File: config.mk
export PLATFORM = sky130hd
export DESIGN_NAME = nip_ctrl
export DESIGN_NICKNAME = d
export VERILOG_FILES = /design/src/rtl/nip_pick.v /design/src/rtl/nip_ctrl.v
export VERILOG_INCLUDE_DIRS = /design/src /design/src/inc
export SDC_FILE = /design/constraint.sdc
export NUM_CORES = 1
export LEC_CHECK = 0
export BUFFER_PORTS_ARGS = -buffer_cell sky130_fd_sc_hd__buf_2
export CAP_MARGIN = 20
export CORE_ASPECT_RATIO = 0.5
export CORE_MARGIN = 2
export CORE_UTILIZATION = 45
export DETAILED_ROUTE_END_ITERATION = 6
export GPL_TIMING_DRIVEN = 0
export PLACE_DENSITY = 0.76
export SLEW_MARGIN = 20
export SYNTH_ARGS = -nofsm -noshare
export SYNTH_HDL_FRONTEND = slang
export SYNTH_SLANG_ARGS = --single-unit
File: constraint.sdc
create_clock -name core_clk -period 38.1 [get_ports core_clk]
set_clock_uncertainty 0.1 [all_clocks]
set_input_delay 7.62 -clock core_clk [delete_from_list [all_inputs] [get_ports core_clk]]
set_output_delay 7.62 -clock core_clk [all_outputs]
set_load 0.01 [all_outputs]
File: src/inc/nip_regs.vh
// constants of the nested interrupt priority controller
// assumes plain verilog-2005 and inclusion by bare name
`ifndef NIP_REGS_VH
`define NIP_REGS_VH

// ****************************************************************
// priority level codes
// ****************************************************************
`define NIP_LVL_ZERO 2'h0
`define NIP_LVL_ONE 2'h1
`define NIP_LVL_TWO 2'h2
`define NIP_LVL_THREE 2'h3
`define NIP_LVL_RESET 2'h3

// ****************************************************************
// source indices
// ****************************************************************
`define NIP_NSRC 19
`define NIP_SRC_CLOCK 5'h00
`define NIP_SRC_EXT0 5'h01
`define NIP_SRC_EXT1 5'h02
`define NIP_SRC_EXT2 5'h03
`define NIP_SRC_EXT3 5'h04
`define NIP_SRC_CAN 5'h05
`define NIP_SRC_SPI 5'h06
`define NIP_SRC_TIMA 5'h07
`define NIP_SRC_TIMB 5'h08
`define NIP_SRC_SER 5'h09
`define NIP_SRC_VDET 5'h0A
`define NIP_SRC_I2C 5'h0B
`define NIP_SRC_PWM 5'h0C
`define NIP_SRC_XFER 5'h0D
`define NIP_SRC_PLUG 5'h0E
`define NIP_SRC_ESUSP 5'h0F
`define NIP_SRC_USB 5'h10
`define NIP_SRC_ADC 5'h11
`define NIP_SRC_CFLT 5'h12
// sources with no exit from halt: timers a/b, serial, i2c, xfer, usb
`define NIP_NOWAKE_MASK 19'h12B80

// ****************************************************************
// external control/status register
// ****************************************************************
`define NIP_EXT_CSR_W 8
`define NIP_EXT_CSR_RESET 8'h00
`endif

File: src/rtl/nip_pick.v
// highest-priority pending source finder
// assumes levels packed two bits per source, source 0 in the low bits
`timescale 1ns/1ps
`include "nip_regs.vh"

module nip_pick #(
  parameter NSRC = `NIP_NSRC
) (
  // requests and levels
  input wire [NSRC-1:0] req,
  input wire [2*NSRC-1:0] lvl,
  // winner
  output reg found,
  output reg [4:0] idx,
  output reg [1:0] win_lvl
);
  integer i;
  // lowest index wins a tie between equal levels
  always @* begin
    found = 1'b0;
    idx = 5'h00;
    win_lvl = `NIP_LVL_ZERO;
    for (i = NSRC - 1; i >= 0; i = i - 1) begin
      if (req[i] && (!found || lvl[2*i +: 2] >= win_lvl)) begin
        found = 1'b1;
        idx = i[4:0];
        win_lvl = lvl[2*i +: 2];
      end
    end
  end
endmodule

File: src/rtl/nip_ctrl.v
// nested interrupt priority controller, top level
// assumes the core acks a forwarded request with irq_ack and signals
// handler return with irq_ret; all inputs synchronous to core_clk
`timescale 1ns/1ps
`include "nip_regs.vh"

module nip_ctrl #(
  parameter NSRC = `NIP_NSRC,
  parameter DEPTH = 4
) (
  // clock and reset
  input wire core_clk,
  input wire rstn,
  // interrupt sources and their enables
  input wire [NSRC-1:0] src_irq,
  input wire [NSRC-1:0] src_en,
  // software priority programming
  input wire set_prio_we,
  input wire [NSRC-1:0] set_prio_sel,
  input wire [1:0] set_prio_lvl,
  input wire [4:0] get_prio_sel,
  input wire init_strobe,
  // external interrupt control/status register
  input wire ext_csr_we,
  input wire [`NIP_EXT_CSR_W-1:0] ext_csr_wdata,
  // core handshake
  input wire trap_req,
  input wire irq_ack,
  input wire irq_ret,
  input wire halt_mode,
  // outputs to core and software
  output reg irq_req_r,
  output reg [4:0] irq_idx_r,
  output reg [1:0] irq_lvl_r,
  output reg trap_take_r,
  output reg reenter_r,
  output reg [1:0] cur_lvl_r,
  output reg [1:0] get_prio_r,
  output reg wake_r,
  output reg [`NIP_EXT_CSR_W-1:0] ext_csr_r
);
  // ****************************************************************
  // storage
  // ****************************************************************
  reg [2*NSRC-1:0] prio_r;
  wire [2*NSRC-1:0] prio_nxt;
  // stack of preempted levels and running sources
  reg [2*DEPTH-1:0] lvl_stk_r;
  reg [5*DEPTH-1:0] idx_stk_r;
  reg [2:0] sp_r;
  reg run_valid_r;
  reg [4:0] run_idx_r;

  wire [NSRC-1:0] pend = src_irq & src_en;
  wire [NSRC-1:0] nowake = `NIP_NOWAKE_MASK;
  wire [4:0] win_idx;
  wire [1:0] win_lvl;

  nip_pick #(.NSRC(NSRC)) u_pick (
    .req(pend),
    .lvl(prio_r),
    .found(),
    .idx(win_idx),
    .win_lvl(win_lvl)
  );

  // ****************************************************************
  // priority registers
  // ****************************************************************
  // init wins over a write landing in the same cycle
  genvar g;
  generate
    for (g = 0; g < NSRC; g = g + 1) begin : g_prio
      wire wr_hit = set_prio_we && set_prio_sel[g] &&
                    set_prio_lvl != `NIP_LVL_ZERO;
      assign prio_nxt[2*g +: 2] =
        init_strobe ? `NIP_LVL_RESET :
        wr_hit ? set_prio_lvl :
        prio_r[2*g +: 2];
    end
  endgenerate

  always @(posedge core_clk) begin
    if (!rstn)
      prio_r <= {NSRC{`NIP_LVL_RESET}};
    else
      prio_r <= prio_nxt;
  end

  // ****************************************************************
  // external control/status register
  // ****************************************************************
  always @(posedge core_clk) begin
    if (!rstn)
      ext_csr_r <= `NIP_EXT_CSR_RESET;
    else if (init_strobe)
      ext_csr_r <= `NIP_EXT_CSR_RESET;
    else if (ext_csr_we)
      ext_csr_r <= ext_csr_wdata;
  end

  // ****************************************************************
  // level readback
  // ****************************************************************
  // indices past the last source read as level zero
  wire sel_ok = get_prio_sel < NSRC[4:0];
  always @(posedge core_clk) begin
    if (!rstn)
      get_prio_r <= `NIP_LVL_RESET;
    else if (sel_ok)
      get_prio_r <= prio_r[2*get_prio_sel +: 2];
    else
      get_prio_r <= `NIP_LVL_ZERO;
  end

  // ****************************************************************
  // per-source eligibility
  // ****************************************************************
  wire [NSRC-1:0] above;
  wire [NSRC-1:0] wake_src;
  generate
    for (g = 0; g < NSRC; g = g + 1) begin : g_elig
      // a level equal to the running one never preempts
      assign above[g] = pend[g] && prio_r[2*g +: 2] > cur_lvl_r;
      assign wake_src[g] = pend[g] && !nowake[g];
    end
  endgenerate
  wire any_above = |above;
  wire any_wake = |wake_src;

  // ****************************************************************
  // stack and re-entry helpers
  // ****************************************************************
  wire stk_full = sp_r == DEPTH[2:0];
  wire stk_empty = sp_r == 3'h0;
  // a full stack refuses the ack; no request is raised until a return
  wire do_push = irq_ack && irq_req_r && !stk_full;
  wire do_pop = irq_ret && !stk_empty;
  wire [2:0] sp_dec = sp_r - 3'h1;
  wire [1:0] top_lvl = lvl_stk_r[2*sp_dec +: 2];
  wire [4:0] top_idx = idx_stk_r[5*sp_dec +: 5];
  // only a real write to the running source may re-enter it; init
  // restores the defaults without touching the running level
  wire [1:0] run_prio = prio_r[2*run_idx_r +: 2];
  wire [1:0] run_new = prio_nxt[2*run_idx_r +: 2];
  wire run_written = set_prio_we && !init_strobe &&
                     set_prio_sel[run_idx_r];
  wire run_raised = run_valid_r && run_written && pend[run_idx_r] &&
                    run_new > cur_lvl_r && run_new != run_prio;

  // ****************************************************************
  // nesting, forwarding and re-entry
  // ****************************************************************
  always @(posedge core_clk) begin
    if (!rstn) begin
      irq_req_r <= 1'b0;
      irq_idx_r <= 5'h00;
      irq_lvl_r <= `NIP_LVL_ZERO;
      trap_take_r <= 1'b0;
      reenter_r <= 1'b0;
      cur_lvl_r <= `NIP_LVL_ZERO;
      lvl_stk_r <= {2*DEPTH{1'b0}};
      idx_stk_r <= {5*DEPTH{1'b0}};
      sp_r <= 3'h0;
      run_valid_r <= 1'b0;
      run_idx_r <= 5'h00;
      wake_r <= 1'b0;
    end else begin
      trap_take_r <= trap_req;
      reenter_r <= 1'b0;
      wake_r <= halt_mode && any_wake;
      if (do_push) begin
        // core took the forwarded request: push and raise level
        lvl_stk_r[2*sp_r +: 2] <= cur_lvl_r;
        idx_stk_r[5*sp_r +: 5] <= run_idx_r;
        sp_r <= sp_r + 3'h1;
        cur_lvl_r <= irq_lvl_r;
        run_idx_r <= irq_idx_r;
        run_valid_r <= 1'b1;
        irq_req_r <= 1'b0;
      end else if (do_pop) begin
        // handler return: restore the preempted level and source
        lvl_stk_r[2*sp_dec +: 2] <= `NIP_LVL_ZERO;
        cur_lvl_r <= top_lvl;
        run_idx_r <= top_idx;
        run_valid_r <= sp_r != 3'h1;
        sp_r <= sp_dec;
        irq_req_r <= 1'b0;
      end else if (run_raised) begin
        // level raised while pending: re-enter at the new level
        cur_lvl_r <= run_new;
        reenter_r <= 1'b1;
        irq_req_r <= 1'b0;
      end else if (any_above && !stk_full) begin
        // a lowered or unchanged level leaves cur_lvl_r alone
        irq_req_r <= 1'b1;
        irq_idx_r <= win_idx;
        irq_lvl_r <= win_lvl;
      end else begin
        irq_req_r <= 1'b0;
      end
    end
  end
endmodule

# == After elaboration in Yosys (flattened, before gate mapping) ==
# Index checks and enable logic that the tools add are counted.
# classes
add_sub_neg,5
multipliers,2
order_cmp,40
eq_ne,3
shift,11
muxes,115
n_bitwise,5
n_reduce_logical,135
# ops
operator,n
2-to-1 mux 2 bit,61
variable part select 38 x 7 -> 2 bit,3
2-to-1 mux 5 bit,21
logical AND 1 bit,86
negation 4 -> 34 bit,2
"variable shift 2 x 34 -> 8 bit, first input constant",2
greater-than comparator 2 bit,20
>= comparator 2 bit,18
negation 6 -> 34 bit,1
"variable shift 5 x 34 -> 20 bit, first input constant",1
variable part select 2 x 34 -> 8 bit,1
"variable part select 2 x 34 -> 8 bit, first input constant",1
variable part select 5 x 34 -> 20 bit,1
2-to-1 mux 1 bit,24
zero test 1 bit,21
bitwise mux 20 bit,1
variable part select 20 x 7 -> 5 bit,1
bitwise AND 19 bit,1
OR reduction 19 bit,1
logical OR 1 bit,18
bitwise mux 8 bit,2
2-to-1 mux 8 bit,2
OR reduction 13 bit,1
"multiplier 3 x 3 -> 6 bit, first input constant",2
other kinds (18),24
# word_totals
regBits,98
elab_cells,331

# == Depth between registers and ports, before layout ==
# Gate-level depths: netlist (run 1).
# logic_depth
word_depth,74
ltp_mapped,116
ltp_nobuf,115

# == By module ==
# From an unflattened synthesis (run 1), not the netlist that was laid out.
# unflattened
cells_unflattened,1086
area_unflattened_um2,8689.6
# by_module_without_submodules
mod,n_inst,cells_each,area_each_um2,seq_area_each_um2
nip_ctrl,1,794,6691.4,1961.9
nip_pick,1,292,1998.2,0.0

# == Worst setup path after synthesis (run 1) ==
# Ideal clock, no wire load.
# synth_path
path_type,input to register
startpoint,input port src_irq[18]
endpoint,register irq_idx_r[3]
setup_ns,0.070
arrival_time_ns,29.333
required_time_ns,37.930
path_slack_ns,8.596
cell_stages,115
n_path_buf,1
cell_sequence,nand2_1 nor2_1 ha_1 nand2b_1 a211o_1 a32o_1 ha_1 nand2b_1 a211oi_1 or2_2 mux2_2 ha_1 nand2b_1 a211oi_1 nor2_1 a211oi_1 nor2_1 ha_1 [... 79 more ...] nand3_1 mux2i_1 ha_1 nand2b_1 a21oi_1 a21o_1 inv_1 nor2_1 a22o_1 a21oi_1 ha_1 nand2b_1 a221o_1 nand3_1 nand2_1 nor2b_1 nand4_1 o2bb2ai_1
# synth_via
elab_chain_cells,74
# synth_rtl
element,line,text
start: declaration,nip_ctrl.v:15,"input wire [NSRC-1:0] src_irq,"
bitwise AND 19 bit (*),nip_ctrl.v:54,wire [NSRC-1:0] pend = src_irq & src_en;
2-to-1 mux 2 bit or 2-to-1 mux 1 bit (tied branches),nip_pick.v:24,if (req[i] && (!found || lvl[2*i +: 2] >= win_lvl)) begin
>= comparator 2 bit or zero test 1 bit (tied branches),nip_pick.v:24,
logical OR 1 bit,nip_pick.v:24,
logical AND 1 bit,nip_pick.v:24,
2-to-1 mux 2 bit or 2-to-1 mux 1 bit (tied branches),nip_pick.v:24,
>= comparator 2 bit or zero test 1 bit (tied branches),nip_pick.v:24,
logical OR 1 bit,nip_pick.v:24,
[... 58 more ...],--,
>= comparator 2 bit or zero test 1 bit (tied branches),nip_pick.v:24,
logical OR 1 bit,nip_pick.v:24,
logical AND 1 bit,nip_pick.v:24,
2-to-1 mux 2 bit or 2-to-1 mux 1 bit (tied branches),nip_pick.v:24,
>= comparator 2 bit or zero test 1 bit (tied branches),nip_pick.v:24,
logical OR 1 bit,nip_pick.v:24,
logical AND 1 bit,nip_pick.v:24,
2-to-1 mux 5 bit,nip_pick.v:24,
end signal: assignment,nip_ctrl.v:197,irq_idx_r <= win_idx;
end: declaration,nip_ctrl.v:33,"output reg [4:0] irq_idx_r,"
# Mark *: on every way between the ends. The rest lies on a longest branch, timed or not. The select of a mux whose other input is x is not followed.
# A chain may end at the register's enable or synchronous reset.

# == Final worst setup path (run 1) ==
# layout_path
startpoint,input port src_irq[18]
endpoint,register irq_lvl_r[0]
# layout_via
elab_chain_cells,74
# layout_rtl
element,line,text
bitwise AND 19 bit (*),nip_ctrl.v:54,
2-to-1 mux 2 bit or 2-to-1 mux 1 bit (tied branches),nip_pick.v:24,
>= comparator 2 bit or zero test 1 bit (tied branches),nip_pick.v:24,
logical OR 1 bit,nip_pick.v:24,
logical AND 1 bit,nip_pick.v:24,
2-to-1 mux 2 bit or 2-to-1 mux 1 bit (tied branches),nip_pick.v:24,
>= comparator 2 bit or zero test 1 bit (tied branches),nip_pick.v:24,
logical OR 1 bit,nip_pick.v:24,
[... 58 more ...],--,
>= comparator 2 bit or zero test 1 bit (tied branches),nip_pick.v:24,
logical OR 1 bit,nip_pick.v:24,
logical AND 1 bit,nip_pick.v:24,
2-to-1 mux 2 bit or 2-to-1 mux 1 bit (tied branches),nip_pick.v:24,
>= comparator 2 bit or zero test 1 bit (tied branches),nip_pick.v:24,
logical OR 1 bit,nip_pick.v:24,
logical AND 1 bit,nip_pick.v:24,
2-to-1 mux 2 bit,nip_pick.v:24,
end signal: assignment,nip_ctrl.v:158,irq_lvl_r <= `NIP_LVL_ZERO;
end signal: assignment,nip_ctrl.v:198,irq_lvl_r <= win_lvl;
end: declaration,nip_ctrl.v:34,"output reg [1:0] irq_lvl_r,"
# Marks and branches as above.

==> results.md, run 1 <==
- Status: completed
- Die Wd: 194 µm
- Setup CP Type: input port to flop
- Slowest-stage cell, CP: a211oi_1
- Met3 WL post-DR: approximately 3.5 mm
- Clock-pin slew on the worst setup and hold paths: 0.08 ns
- Synthesized flop and latch total: 98
- H-tree levels: 3
- Pre-antenna DRT Iters: 6
- Initial antenna violation count: 0
- CTS tree: built
- Pins over their slew limit: 0
- Starting Density: 0.463
- Layout fillers: 1677
- Vias/cell: 6.47
- Root Driver: clkbuf_16
- Setup violations, final: 0
- PD cells: approximately 46 nW/µm²
- Final Hold Viols: 0
- PortBufs: ~100
- Arrival time at the worst endpoint: 33.45 ns
- Area leader, netlist: dfxtp_1
- LEAKAGE: 3.94 nW
- Global-route wire length before repair: ~44 mm
- Yosys top cell area share: 0.242
- Top post-synthesis cells by area: dfxtp_1 24%, ha_1 12%, mux4_2 9.4%, nand2_1 5.5%, a22oi_1 4.3%
- Netlist Area Pre-Place: 8120 µm²
- Max rail drop VDD: 37.6 µV
- CP Max Fanout: 7
- Count leader, synth: nand2_1
- Post-Layout Cell Count: ~1300
- Startpoint Class: input port
- Post-cts sizing count: 0
- Area grow syn2layout: 14.0%
- Synth top cells by count: 118 x nand2_1, 98 x dfxtp_1, 77 x nor2_1, 76 x ha_1, 66 x nand3_1
- DR WL met2: 12.6 mm
- Highest routed metal layer: met4
- Post-route ant nets: 0
- Worst Max-Slew Pin Slew: about 1.1 ns
- Std cell rows: 34
- Hold Path Class: flop to flop
- Crit share post-route: 0.875
- WL met1: 12.2 mm
- Largest net degree at the start of global routing: 27
- Post-route cell area: ~9000 µm²
- Max Cap Viol: 0
- Relative slew slack: 0.248
- Power, Total: 0.427 mW
- Synth warn: 0
- Top FF cell, synth: dfxtp_1
- Num ports: 104
- CP most frequent cell: ha_1
- Crit-path max cell delay: about 0.95 ns
- Avg Synthesized Cell Area: 8.35 µm²
- EDFF count, synth: 0
- Synth Instances: 973
- Asr flop ratio synth: 0
- Full die area: 19200 µm²
- Routed len/inst: 21.9 µm
- CP Data Required Time: 38.23 ns
- RSZ-0062 raised after global routing: false
- GP Congestion: 1.02
- Final Core Density: 0.528
- CTS Buffer Depth: 2
- All-Layer GR Usage: 0.297
- Netlist cell types: slightly above 70
- Remaining global-route overflow: 0
- Nets@finish: 1243
- Vias in the first global route: 8057
- CTS sink cnt: 98
- Drt total wl: 29.0 mm
- Sequential area share after synthesis: 0.242
- DR DRC count: 0
- Final TNS setup: 0 ns
- Syn_nets: 1130
- Inserted Clock Buffers: 9
- Core area: 17500 µm²
- Diode count: 0
- Initial drt markers: 880
- Setup bufs post-CTS: 0
- Fmax achieved: 30.0 MHz
- CTS Hold Bufs: 0
- Layout cells sized above 1: 0.167
- Placed Cells: between 1000 and 1500
- Critical path endpoint category: flop
- Clk_lat worst skew: approximately 0.37 ns
- Final HPWL DP: 23.0 mm
- Routed via count: 8564
- Final Critical Period: 33.32 ns
- Post-DP Area: a little under 9000 µm²
- Die height: 99.0 µm
power breakdown:
part | internal [mW] | total, mW | switching [mW]
registers | 0.111 | 0.126 | 0.0152
clock network | 0.0596 | 0.103 | 0.0437
logic | 0.0763 | 0.197 | 0.121
total | 0.247 | 0.427 | 0.180
worst max-delay path: cells and delay by family:
kind	cells	cell delay [ns]
muxes	6	1.98
buffers and inverters	7	0.80
adders and majority gates	18	4.78
and+or+nand+nor	45	8.61
AOI/OAI and AO/OA	39	9.58
flip-flops by register name, indices dropped and copies added (netlist names):
register,flops
trap_take_r,1
irq_lvl_r,2
get_prio_r,2
idx_stk_r,20
run_valid_r,1
irq_req_r,1
cur_lvl_r,2
run_idx_r,5
sp_r,3
prio_r,38
ext_csr_r,8
reenter_r,1
wake_r,1
irq_idx_r,5
lvl_stk_r,8
worst paths after layout:
check	start	end	slack, ns	cells after the start
setup / recovery	src_irq[18]	irq_lvl_r[0]$_SDFFE_PN0P_	4.78	115
hold / removal	ext_csr_r[2]$_SDFFE_PP0P_	ext_csr_r[2]$_SDFFE_PP0P_	0.39	2
setup reg to reg	prio_r[36]$_SDFF_PN1_	irq_lvl_r[0]$_SDFFE_PN0P_	11.75	114
hold reg to reg	ext_csr_r[2]$_SDFFE_PP0P_	ext_csr_r[2]$_SDFFE_PP0P_	0.39	2
per-layer routing:
| layer | vias to the layer above | GRT usage |
|---|---|---|
| li1 | 3909 | - |
| met1 | 4084 | 0.402 |
| met2 | 502 | 0.480 |
| met3 | 69 | 0.0698 |
| met4 | 0 | 0.0810 |
| met5 | - | 0 |
layout by cell type (no fill, tap or decap), types with 9 or more instances in the layout:
cell type and count:
mux4_2 34, nor2_1 77, inv_1 38, o22ai_1 11
mux2i_1 27, nor3_1 12, nand3_1 66, a21oi_1 37
o221ai_1 10, o211ai_1 10, a221oi_1 10, clkbuf_1 37
dfxtp_1 97, and3_1 10, buf_2 106, ha_1 76
clkbuf_16 9, a22oi_1 47, o21ai_0 33, a21boi_0 18
nand2_1 118, and2_1 18, nand2b_1 25, a211oi_1 9
nor2b_1 27
area by class of cell:
type                    instances  area (µm²)  share of cell area
plain buffers                  46         178              0.0192
clock buffers                  10         239              0.0258
clock inverters                 5        85.1             0.00919
inverters                      39         146              0.0158
multi-input cells             790        5840               0.631
flip-flops and latches         98        1960               0.212
well taps                     234         293              0.0316
repair buffers                102         510              0.0552
kinds of logic after synthesis:
| kind of cell | after synthesis | synth area share |
|---|---|---|
| and+or+nand+nor | 386 | 0.228 |
| AOI/OAI and AO/OA | 258 | 0.232 |
| DFF | 98 | 0.242 |
| buffers and inverters | 85 | 0.0399 |
| adders and majority gates | 76 | 0.117 |
| muxes | 69 | 0.140 |
| xor gates and xnor gates | 1 | 0.00108 |
metrics by stage:
| step | worst slack [ns] | hold slack (ns) |
|---|---|---|
| after CTS | 5.32 | 0.393 |
| after floorplan | 8.60 | 0.349 |
| after global routing | 3.26 | 0.414 |
| after global placement | 5.47 | 0.369 |
| after detailed placement | 5.12 | 0.375 |
| final | 4.78 | 0.387 |
(Power assumes the default switching activity.)
==> run 2: changes to the inputs <==
- CORE_ASPECT_RATIO: 0.5 -> default
- CTS_CLUSTER_SIZE: default -> 10
- PLACE_DENSITY: 0.76 -> 0.75
- SYNTH_HIERARCHICAL: default -> 1
==> results.md, run 2 <==
- Worst Max-Slew Pin Slew: 0.963 ns (-0.158 ns)
- Critical path endpoint: irq_idx_r[3]$_SDFFE_PN0P_
- Post-Layout Cell Count: 1461 (+10%)
- Hold Path Class: flop to flop
- Crit path from: src_irq[18]
- PD cells: 45.5 nW/µm² (-1.3%)
- CTS Buffer Depth: 2 (unchanged)
- Nets@finish: 1353 (+8.8%)
- Diode count: 0 (unchanged)
- H-tree levels: 3 (unchanged)
- Max Cap Viol: 0 (unchanged)
- Pre-antenna DRT Iters: 5 (-1)
- Hold depth: 2 (unchanged)
- Remaining global-route overflow: 0 (unchanged)
- Inserted Clock Buffers: 9 (unchanged)
- PortBufs: 100 (-0.99%)
- Full die area: 20400 µm² (+6.3%)
- Power, Total: 0.446 mW (+4.6%)
- Most frequent standard cell in the layout excluding fill and tap cells: nand2_1
- Vias/cell: 6.28 (-2.9%)
- Crit-path max cell delay: 0.64 ns (-0.31 ns)
- Slowest-stage cell, CP: a21boi_0
- Die height: 143 µm (+44%)
- Setup bufs post-CTS: 0 (unchanged)
- DP Worst Slack: 6.45 ns (+1.32 ns)
- Critical path endpoint category: flop
- Global-route wire length before repair: 47.9 mm (+7.9%)
- Startpoint Class: input port
- Fmax achieved: 31.2 MHz (+4.1%)
- All-Layer GR Usage: 0.304 (+0.00686)
- Largest net degree at the start of global routing: 27 (unchanged)
- Final HPWL DP: 23.8 mm (+3.5%)
- Status: completed
- Final TNS setup: 0 ns (unchanged)
- HP Start: idx_stk_r[12]$_SDFFE_PN0P_
- CP Data Required Time: 38.28 ns (+0.05 ns)
- Reg-to-reg critical path endpoint: irq_idx_r[3]$_SDFFE_PN0P_
- Placed Cells: 1445 (+10%)
- Final Core Density: 0.521 (-0.00706)
- Initial drt markers: 1010 (+15%)
- Netlist Area Pre-Place: 8680 µm² (+6.9%)
- CTS Hold Bufs: 0 (unchanged)
- R2R Setup Slk: 13.24 ns (+1.49 ns)
- Final Critical Period: 32.01 ns (-1.32 ns)
- RSZ-0062 raised after global routing: false
- Post-DP Area: 9510 µm² (+6.5%)
- Critical path depth: 115 (unchanged)
- CTS sink cnt: 98 (unchanged)
- Routed via count: 9172 (+7.1%)
- Core area: 18800 µm² (+7.4%)
- Setup violations, final: 0 (unchanged)
- Die Wd: 143 µm (-26%)
- CP Max Fanout: 8 (+1)
- Clock-pin slew on the worst setup and hold paths: 0.08 ns (about the same)
- CP most frequent cell: ha_1
- Synth warn: 6 (+6)
- Initial antenna violation count: 0 (unchanged)
- Max reg flops: 38 (unchanged)
- Starting Density: 0.461 (-0.00225)
- Root Driver: clkbuf_16
- Clk_lat worst skew: 0.37 ns (about the same)
- Routed len/inst: 21.1 µm (-3.7%)
- Pins over their slew limit: 0 (unchanged)
- Worst path bufs/invs: 5 (-2)
- Num ports: 104 (unchanged)
- Largest regs: prio_r: 38 flops, idx_stk_r: 20 flops
- Commonest cells after routing, fill and taps aside: 151 x nand2_1, 111 x buf_2, 99 x nand3_1, 97 x dfxtp_1, 76 x ha_1
- GP Congestion: 1.05 (+2.2%)
- Avg Synthesized Cell Area: 8.00 µm² (-4.1%)
- Arrival time at the worst endpoint: 32.19 ns (-1.26 ns)
- DR DRC count: 0 (unchanged)
- Setup CP Type: input port to flop
- LEAKAGE: 4.46 nW (+13%)
- Top reg by flops: prio_r
- Final WS setup: 6.09 ns (+1.32 ns)
- CP delay by family, top: compound AO/OA/AOI/OAI gates
- Area grow syn2layout: 13.0%
- R2R depth: 110 (-3.5%)
- Max rail drop VDD: 42.4 µV (+13%)
- Std cell rows: 50 (+47%)
- Layout cells sized above 1: 0.164 (-0.00294)
- Relative slew slack: 0.356 (+0.109)
- Post-route ant nets: 0 (unchanged)
- RR Startpoint: prio_r[34]$_SDFF_PN1_
- Hold slack final: 0.368 ns (-0.0196 ns)
- Post-route cell area: 9810 µm² (+6.0%)
- Crit share post-route: 0.840 (-0.0345)
- CTS tree: built
- Synth Instances: 1085 (+12%)
- Drt total wl: 30.8 mm (+6.3%)
- Final Hold Viols: 0 (unchanged)
- Vias in the first global route: 8627 (+7.1%)
- Post-cts sizing count: 0 (unchanged)
- Syn_nets: 1242 (+9.9%)
run 2: changes by cell type in the layout (fill, tap and decap cells not counted), sizes merged, moves of 11 or more:
cell	delta
mux4	-11
o22ai	-11
nand3	+34
nor2	-19
a221oi	+19
nor2b	+12
buf	+15
inv	+34
a21boi	+26
nand2	+34
a22oi	-37
run 2: final cells by class:
type,instances,area (µm²)
fillers,1816,9020
multi-input cells,861,6170
flip-flops and latches,98,1960
repair buffers,100,500
well taps,260,325
plain buffers,55,280
inverters,71,267
clock buffers,9,225
clock inverters,7,76.3
run 2: how the worst min path moves through the flow:
stage | end | slack, ns
2_1_floorplan | idx_stk_r[9]$_SDFFE_PN0P_ | 0.34
3_3_place_gp | idx_stk_r[5]$_SDFFE_PN0P_ | 0.35
3_5_place_dp | idx_stk_r[12]$_SDFFE_PN0P_ | 0.36
4_1_cts | idx_stk_r[12]$_SDFFE_PN0P_ | 0.37
5_1_grt | idx_stk_r[12]$_SDFFE_PN0P_ | 0.40
6_report | idx_stk_r[12]$_SDFFE_PN0P_ | 0.37
run 2: tightest hold or removal path: stages, from the launching register on:
cell	delay [ns]
dfxtp_1	0.31
nand2_1	0.05
a21boi_0	0.06
run 2: layer usage:
metal / vias up / part of all wire / track usage
li1: 4227 / - / -
met3: 81 / 0.084 / 0.0563
met4: 0 / 0.039 / 0.124
met5: - / 0 / 0
met2: 499 / 0.46 / 0.497
met1: 4365 / 0.41 / 0.397
run 2: where the power goes:
group / switching [mW] / leakage, nW / total, mW / internal, mW
Sequential: 0.0169 / 0.798 / 0.129 / 0.112
Combinational: 0.136 / 3.52 / 0.224 / 0.0875
Clock: 0.0474 / 0.147 / 0.0940 / 0.0466
==> run 3: changes to the inputs <==
- clock period: 38.1 -> 31.9 ns (I/O delays scaled with it)
==> results.md, run 3 (same netlist as run 2, synthesis figures left out) <==
- Routed len/inst: 21.1 µm (about the same)
- Initial drt markers: 958 (-5.1%)
- Fmax achieved: 33.1 MHz
- Root Driver: clkbuf_16
- Commonest cells after routing, fill and taps aside: 151 x nand2_1, 111 x buf_2, 99 x nand3_1, 97 x dfxtp_1, 76 x ha_1
- DR DRC count: 0 (unchanged)
- Setup violations, final: 0 (unchanged)
- Largest regs: prio_r: 38 flops, idx_stk_r: 20 flops
- Setup CP Type: input port to flop
- Clock-pin slew on the worst setup and hold paths: 0.08 ns (about the same)
- Max rail drop VDD: 51.4 µV (+21%)
- Remaining global-route overflow: 0 (unchanged)
- Setup bufs post-CTS: 0 (unchanged)
- Max Cap Viol: 0 (unchanged)
- CTS Buffer Depth: 2 (unchanged)
- Startpoint Class: input port
- Post-Layout Cell Count: 1461 (unchanged)
- Nets@finish: 1353 (unchanged)
- Largest net degree at the start of global routing: 27 (unchanged)
- Die Wd: 143 µm (unchanged)
- Crit path from: src_irq[18]
- CTS tree: built
- Global-route wire length before repair: 47.9 mm (unchanged)
- All-Layer GR Usage: 0.304 (unchanged)
- Pins over their slew limit: 0 (unchanged)
- PortBufs: 100 (unchanged)
- Clock power share: 0.210 (about the same)
- Top reg by flops: prio_r
- Crit share post-route: 0.947
- Sequential power share: 0.288 (about the same)
- Arrival time at the worst endpoint: 30.38 ns (-1.81 ns)
- Slowest-stage cell, CP: a311o_1
- Critical path endpoint category: flop
- HP Start: idx_stk_r[12]$_SDFFE_PN0P_
- H-tree levels: 3 (unchanged)
- Layout cells sized above 1: 0.166 (+0.00167)
- Internal: 0.294 mW (+20%)
- CP Max Fanout: 8 (unchanged)
- DP Worst Slack: 1.49 ns (-4.96 ns)
- Final Critical Period: 30.21 ns
- Std cell rows: 50 (unchanged)
- GP Congestion: 1.05 (unchanged)
- PD cells: 54.3 nW/µm² (+19%)
- Status: completed
- Num ports: 104 (unchanged)
- Placed Cells: 1445 (unchanged)
- Core area: 18800 µm² (unchanged)
- CP most frequent cell: ha_1
- LEAKAGE: 4.47 nW (about the same)
- Final HPWL DP: 23.8 mm (unchanged)
- Final WS setup: 1.69 ns (-4.40 ns)
- Clk_lat worst skew: 0.36 ns (about the same)
- Relative slew slack: 0.347 (-0.00945)
- CTS sink cnt: 98 (unchanged)
- Pre-antenna DRT Iters: 6 (+1)
- Final TNS setup: 0 ns (unchanged)
- Logic pwr share: 0.501 (about the same)
- Inserted Clock Buffers: 9 (unchanged)
- Switching Fraction: 0.449 (about the same)
- Final Hold Viols: 0 (unchanged)
- Full die area: 20400 µm² (unchanged)
- Drt total wl: 30.8 mm (about the same)
- Most frequent standard cell in the layout excluding fill and tap cells: nand2_1
- RR Startpoint: prio_r[34]$_SDFF_PN1_
- Starting Density: 0.461 (unchanged)
- Hold Path Class: flop to flop
- Diode count: 0 (unchanged)
- Area grow syn2layout: 13.2%
- Sw Pwr: 0.240 mW (+20%)
- Die height: 143 µm (unchanged)
- Crit-path max cell delay: 0.43 ns (-0.21 ns)
- Max reg flops: 38 (unchanged)
- Worst Max-Slew Pin Slew: 0.977 ns (+0.0141 ns)
- Routed via count: 9106 (-0.72%)
- Vias/cell: 6.23 (-0.72%)
- Vias in the first global route: 8627 (unchanged)
- Post-route ant nets: 0 (unchanged)
- CP Data Required Time: 32.08 ns (-6.20 ns)
- Initial antenna violation count: 0 (unchanged)
==> run 3: changes by cell type in the layout (fill, tap and decap cells not counted) <==
cell / before / now
a211oi_2: 1 / 0
a211oi_4: 0 / 1
a21boi_0: 41 / 40
a21boi_1: 3 / 4
o21ai_1: 2 / 1
o21ai_2: 2 / 3
o31ai_1: 4 / 3
o31ai_2: 0 / 1
==> run 3: per-layer routing <==
metal  GRT usage  routed length (µm)
met4       0.124                1250
met5           0                   0
met3      0.0563                2890
met1       0.397               12600
met2       0.497               14100
==> run 3: layout make-up <==
| type | count | area (µm²) |
|---|---|---|
| Fill cell | 1814 | 9000 |
| Multi-Input combinational cell | 861 | 6190 |
| Sequential cell | 98 | 1960 |
| Timing Repair Buffer | 100 | 500 |
| Tap cell | 260 | 325 |
| Buffer | 55 | 280 |
| Inverter | 71 | 267 |
| Clock buffer | 9 | 225 |
| Clock inverter | 7 | 76.3 |
==> run 3: metrics by stage <==
stage               instance area (µm²)  utilization  power, mW  hold WS, ns
floorplan                          8680            -      0.337        0.338
global placement                   9510        0.505      0.409        0.346
detailed placement                 9510        0.505      0.416        0.357
CTS                                9810        0.521      0.529        0.368
global route                       9830        0.522      0.568        0.396
finish                             9830        0.522      0.534        0.367
==> run 3: power groups by stage <==
stage	Sequential, mW	Combinational, mW	Clock [mW]
floorplan	0.150	0.186	0
global placement	0.156	0.253	0
detailed placement	0.156	0.261	0
CTS	0.153	0.262	0.113
global route	0.154	0.295	0.118
finish	0.154	0.268	0.112
==> run 3: worst max-delay path, delay by kind of cell <==
| family | cells | cell delay, ns |
|---|---|---|
| simple gates | 43 | 6.85 |
| buf+inv | 5 | 0.41 |
| fa+ha+maj | 18 | 4.86 |
| compound gates | 44 | 10.26 |
| mux | 5 | 1.60 |
==> run 3: worst paths after layout <==
check                                     to  slack, ns  depth (start not counted)
hold reg to reg   idx_stk_r[12]$_SDFFE_PN0P_       0.37                          2
setup reg to reg   irq_idx_r[3]$_SDFFE_PN0P_       7.60                        110
setup / recovery   irq_idx_r[3]$_SDFFE_PN0P_       1.69                        115
hold / removal    idx_stk_r[12]$_SDFFE_PN0P_       0.37                          2
==> run 3: what timing repair did <==
item | CTS | global route
endpoints found under the setup margin | 0 | 7
endpoints found under the hold margin | 0 | 0
hold buffers | 0 | 0
gates resized for setup | 0 | 4
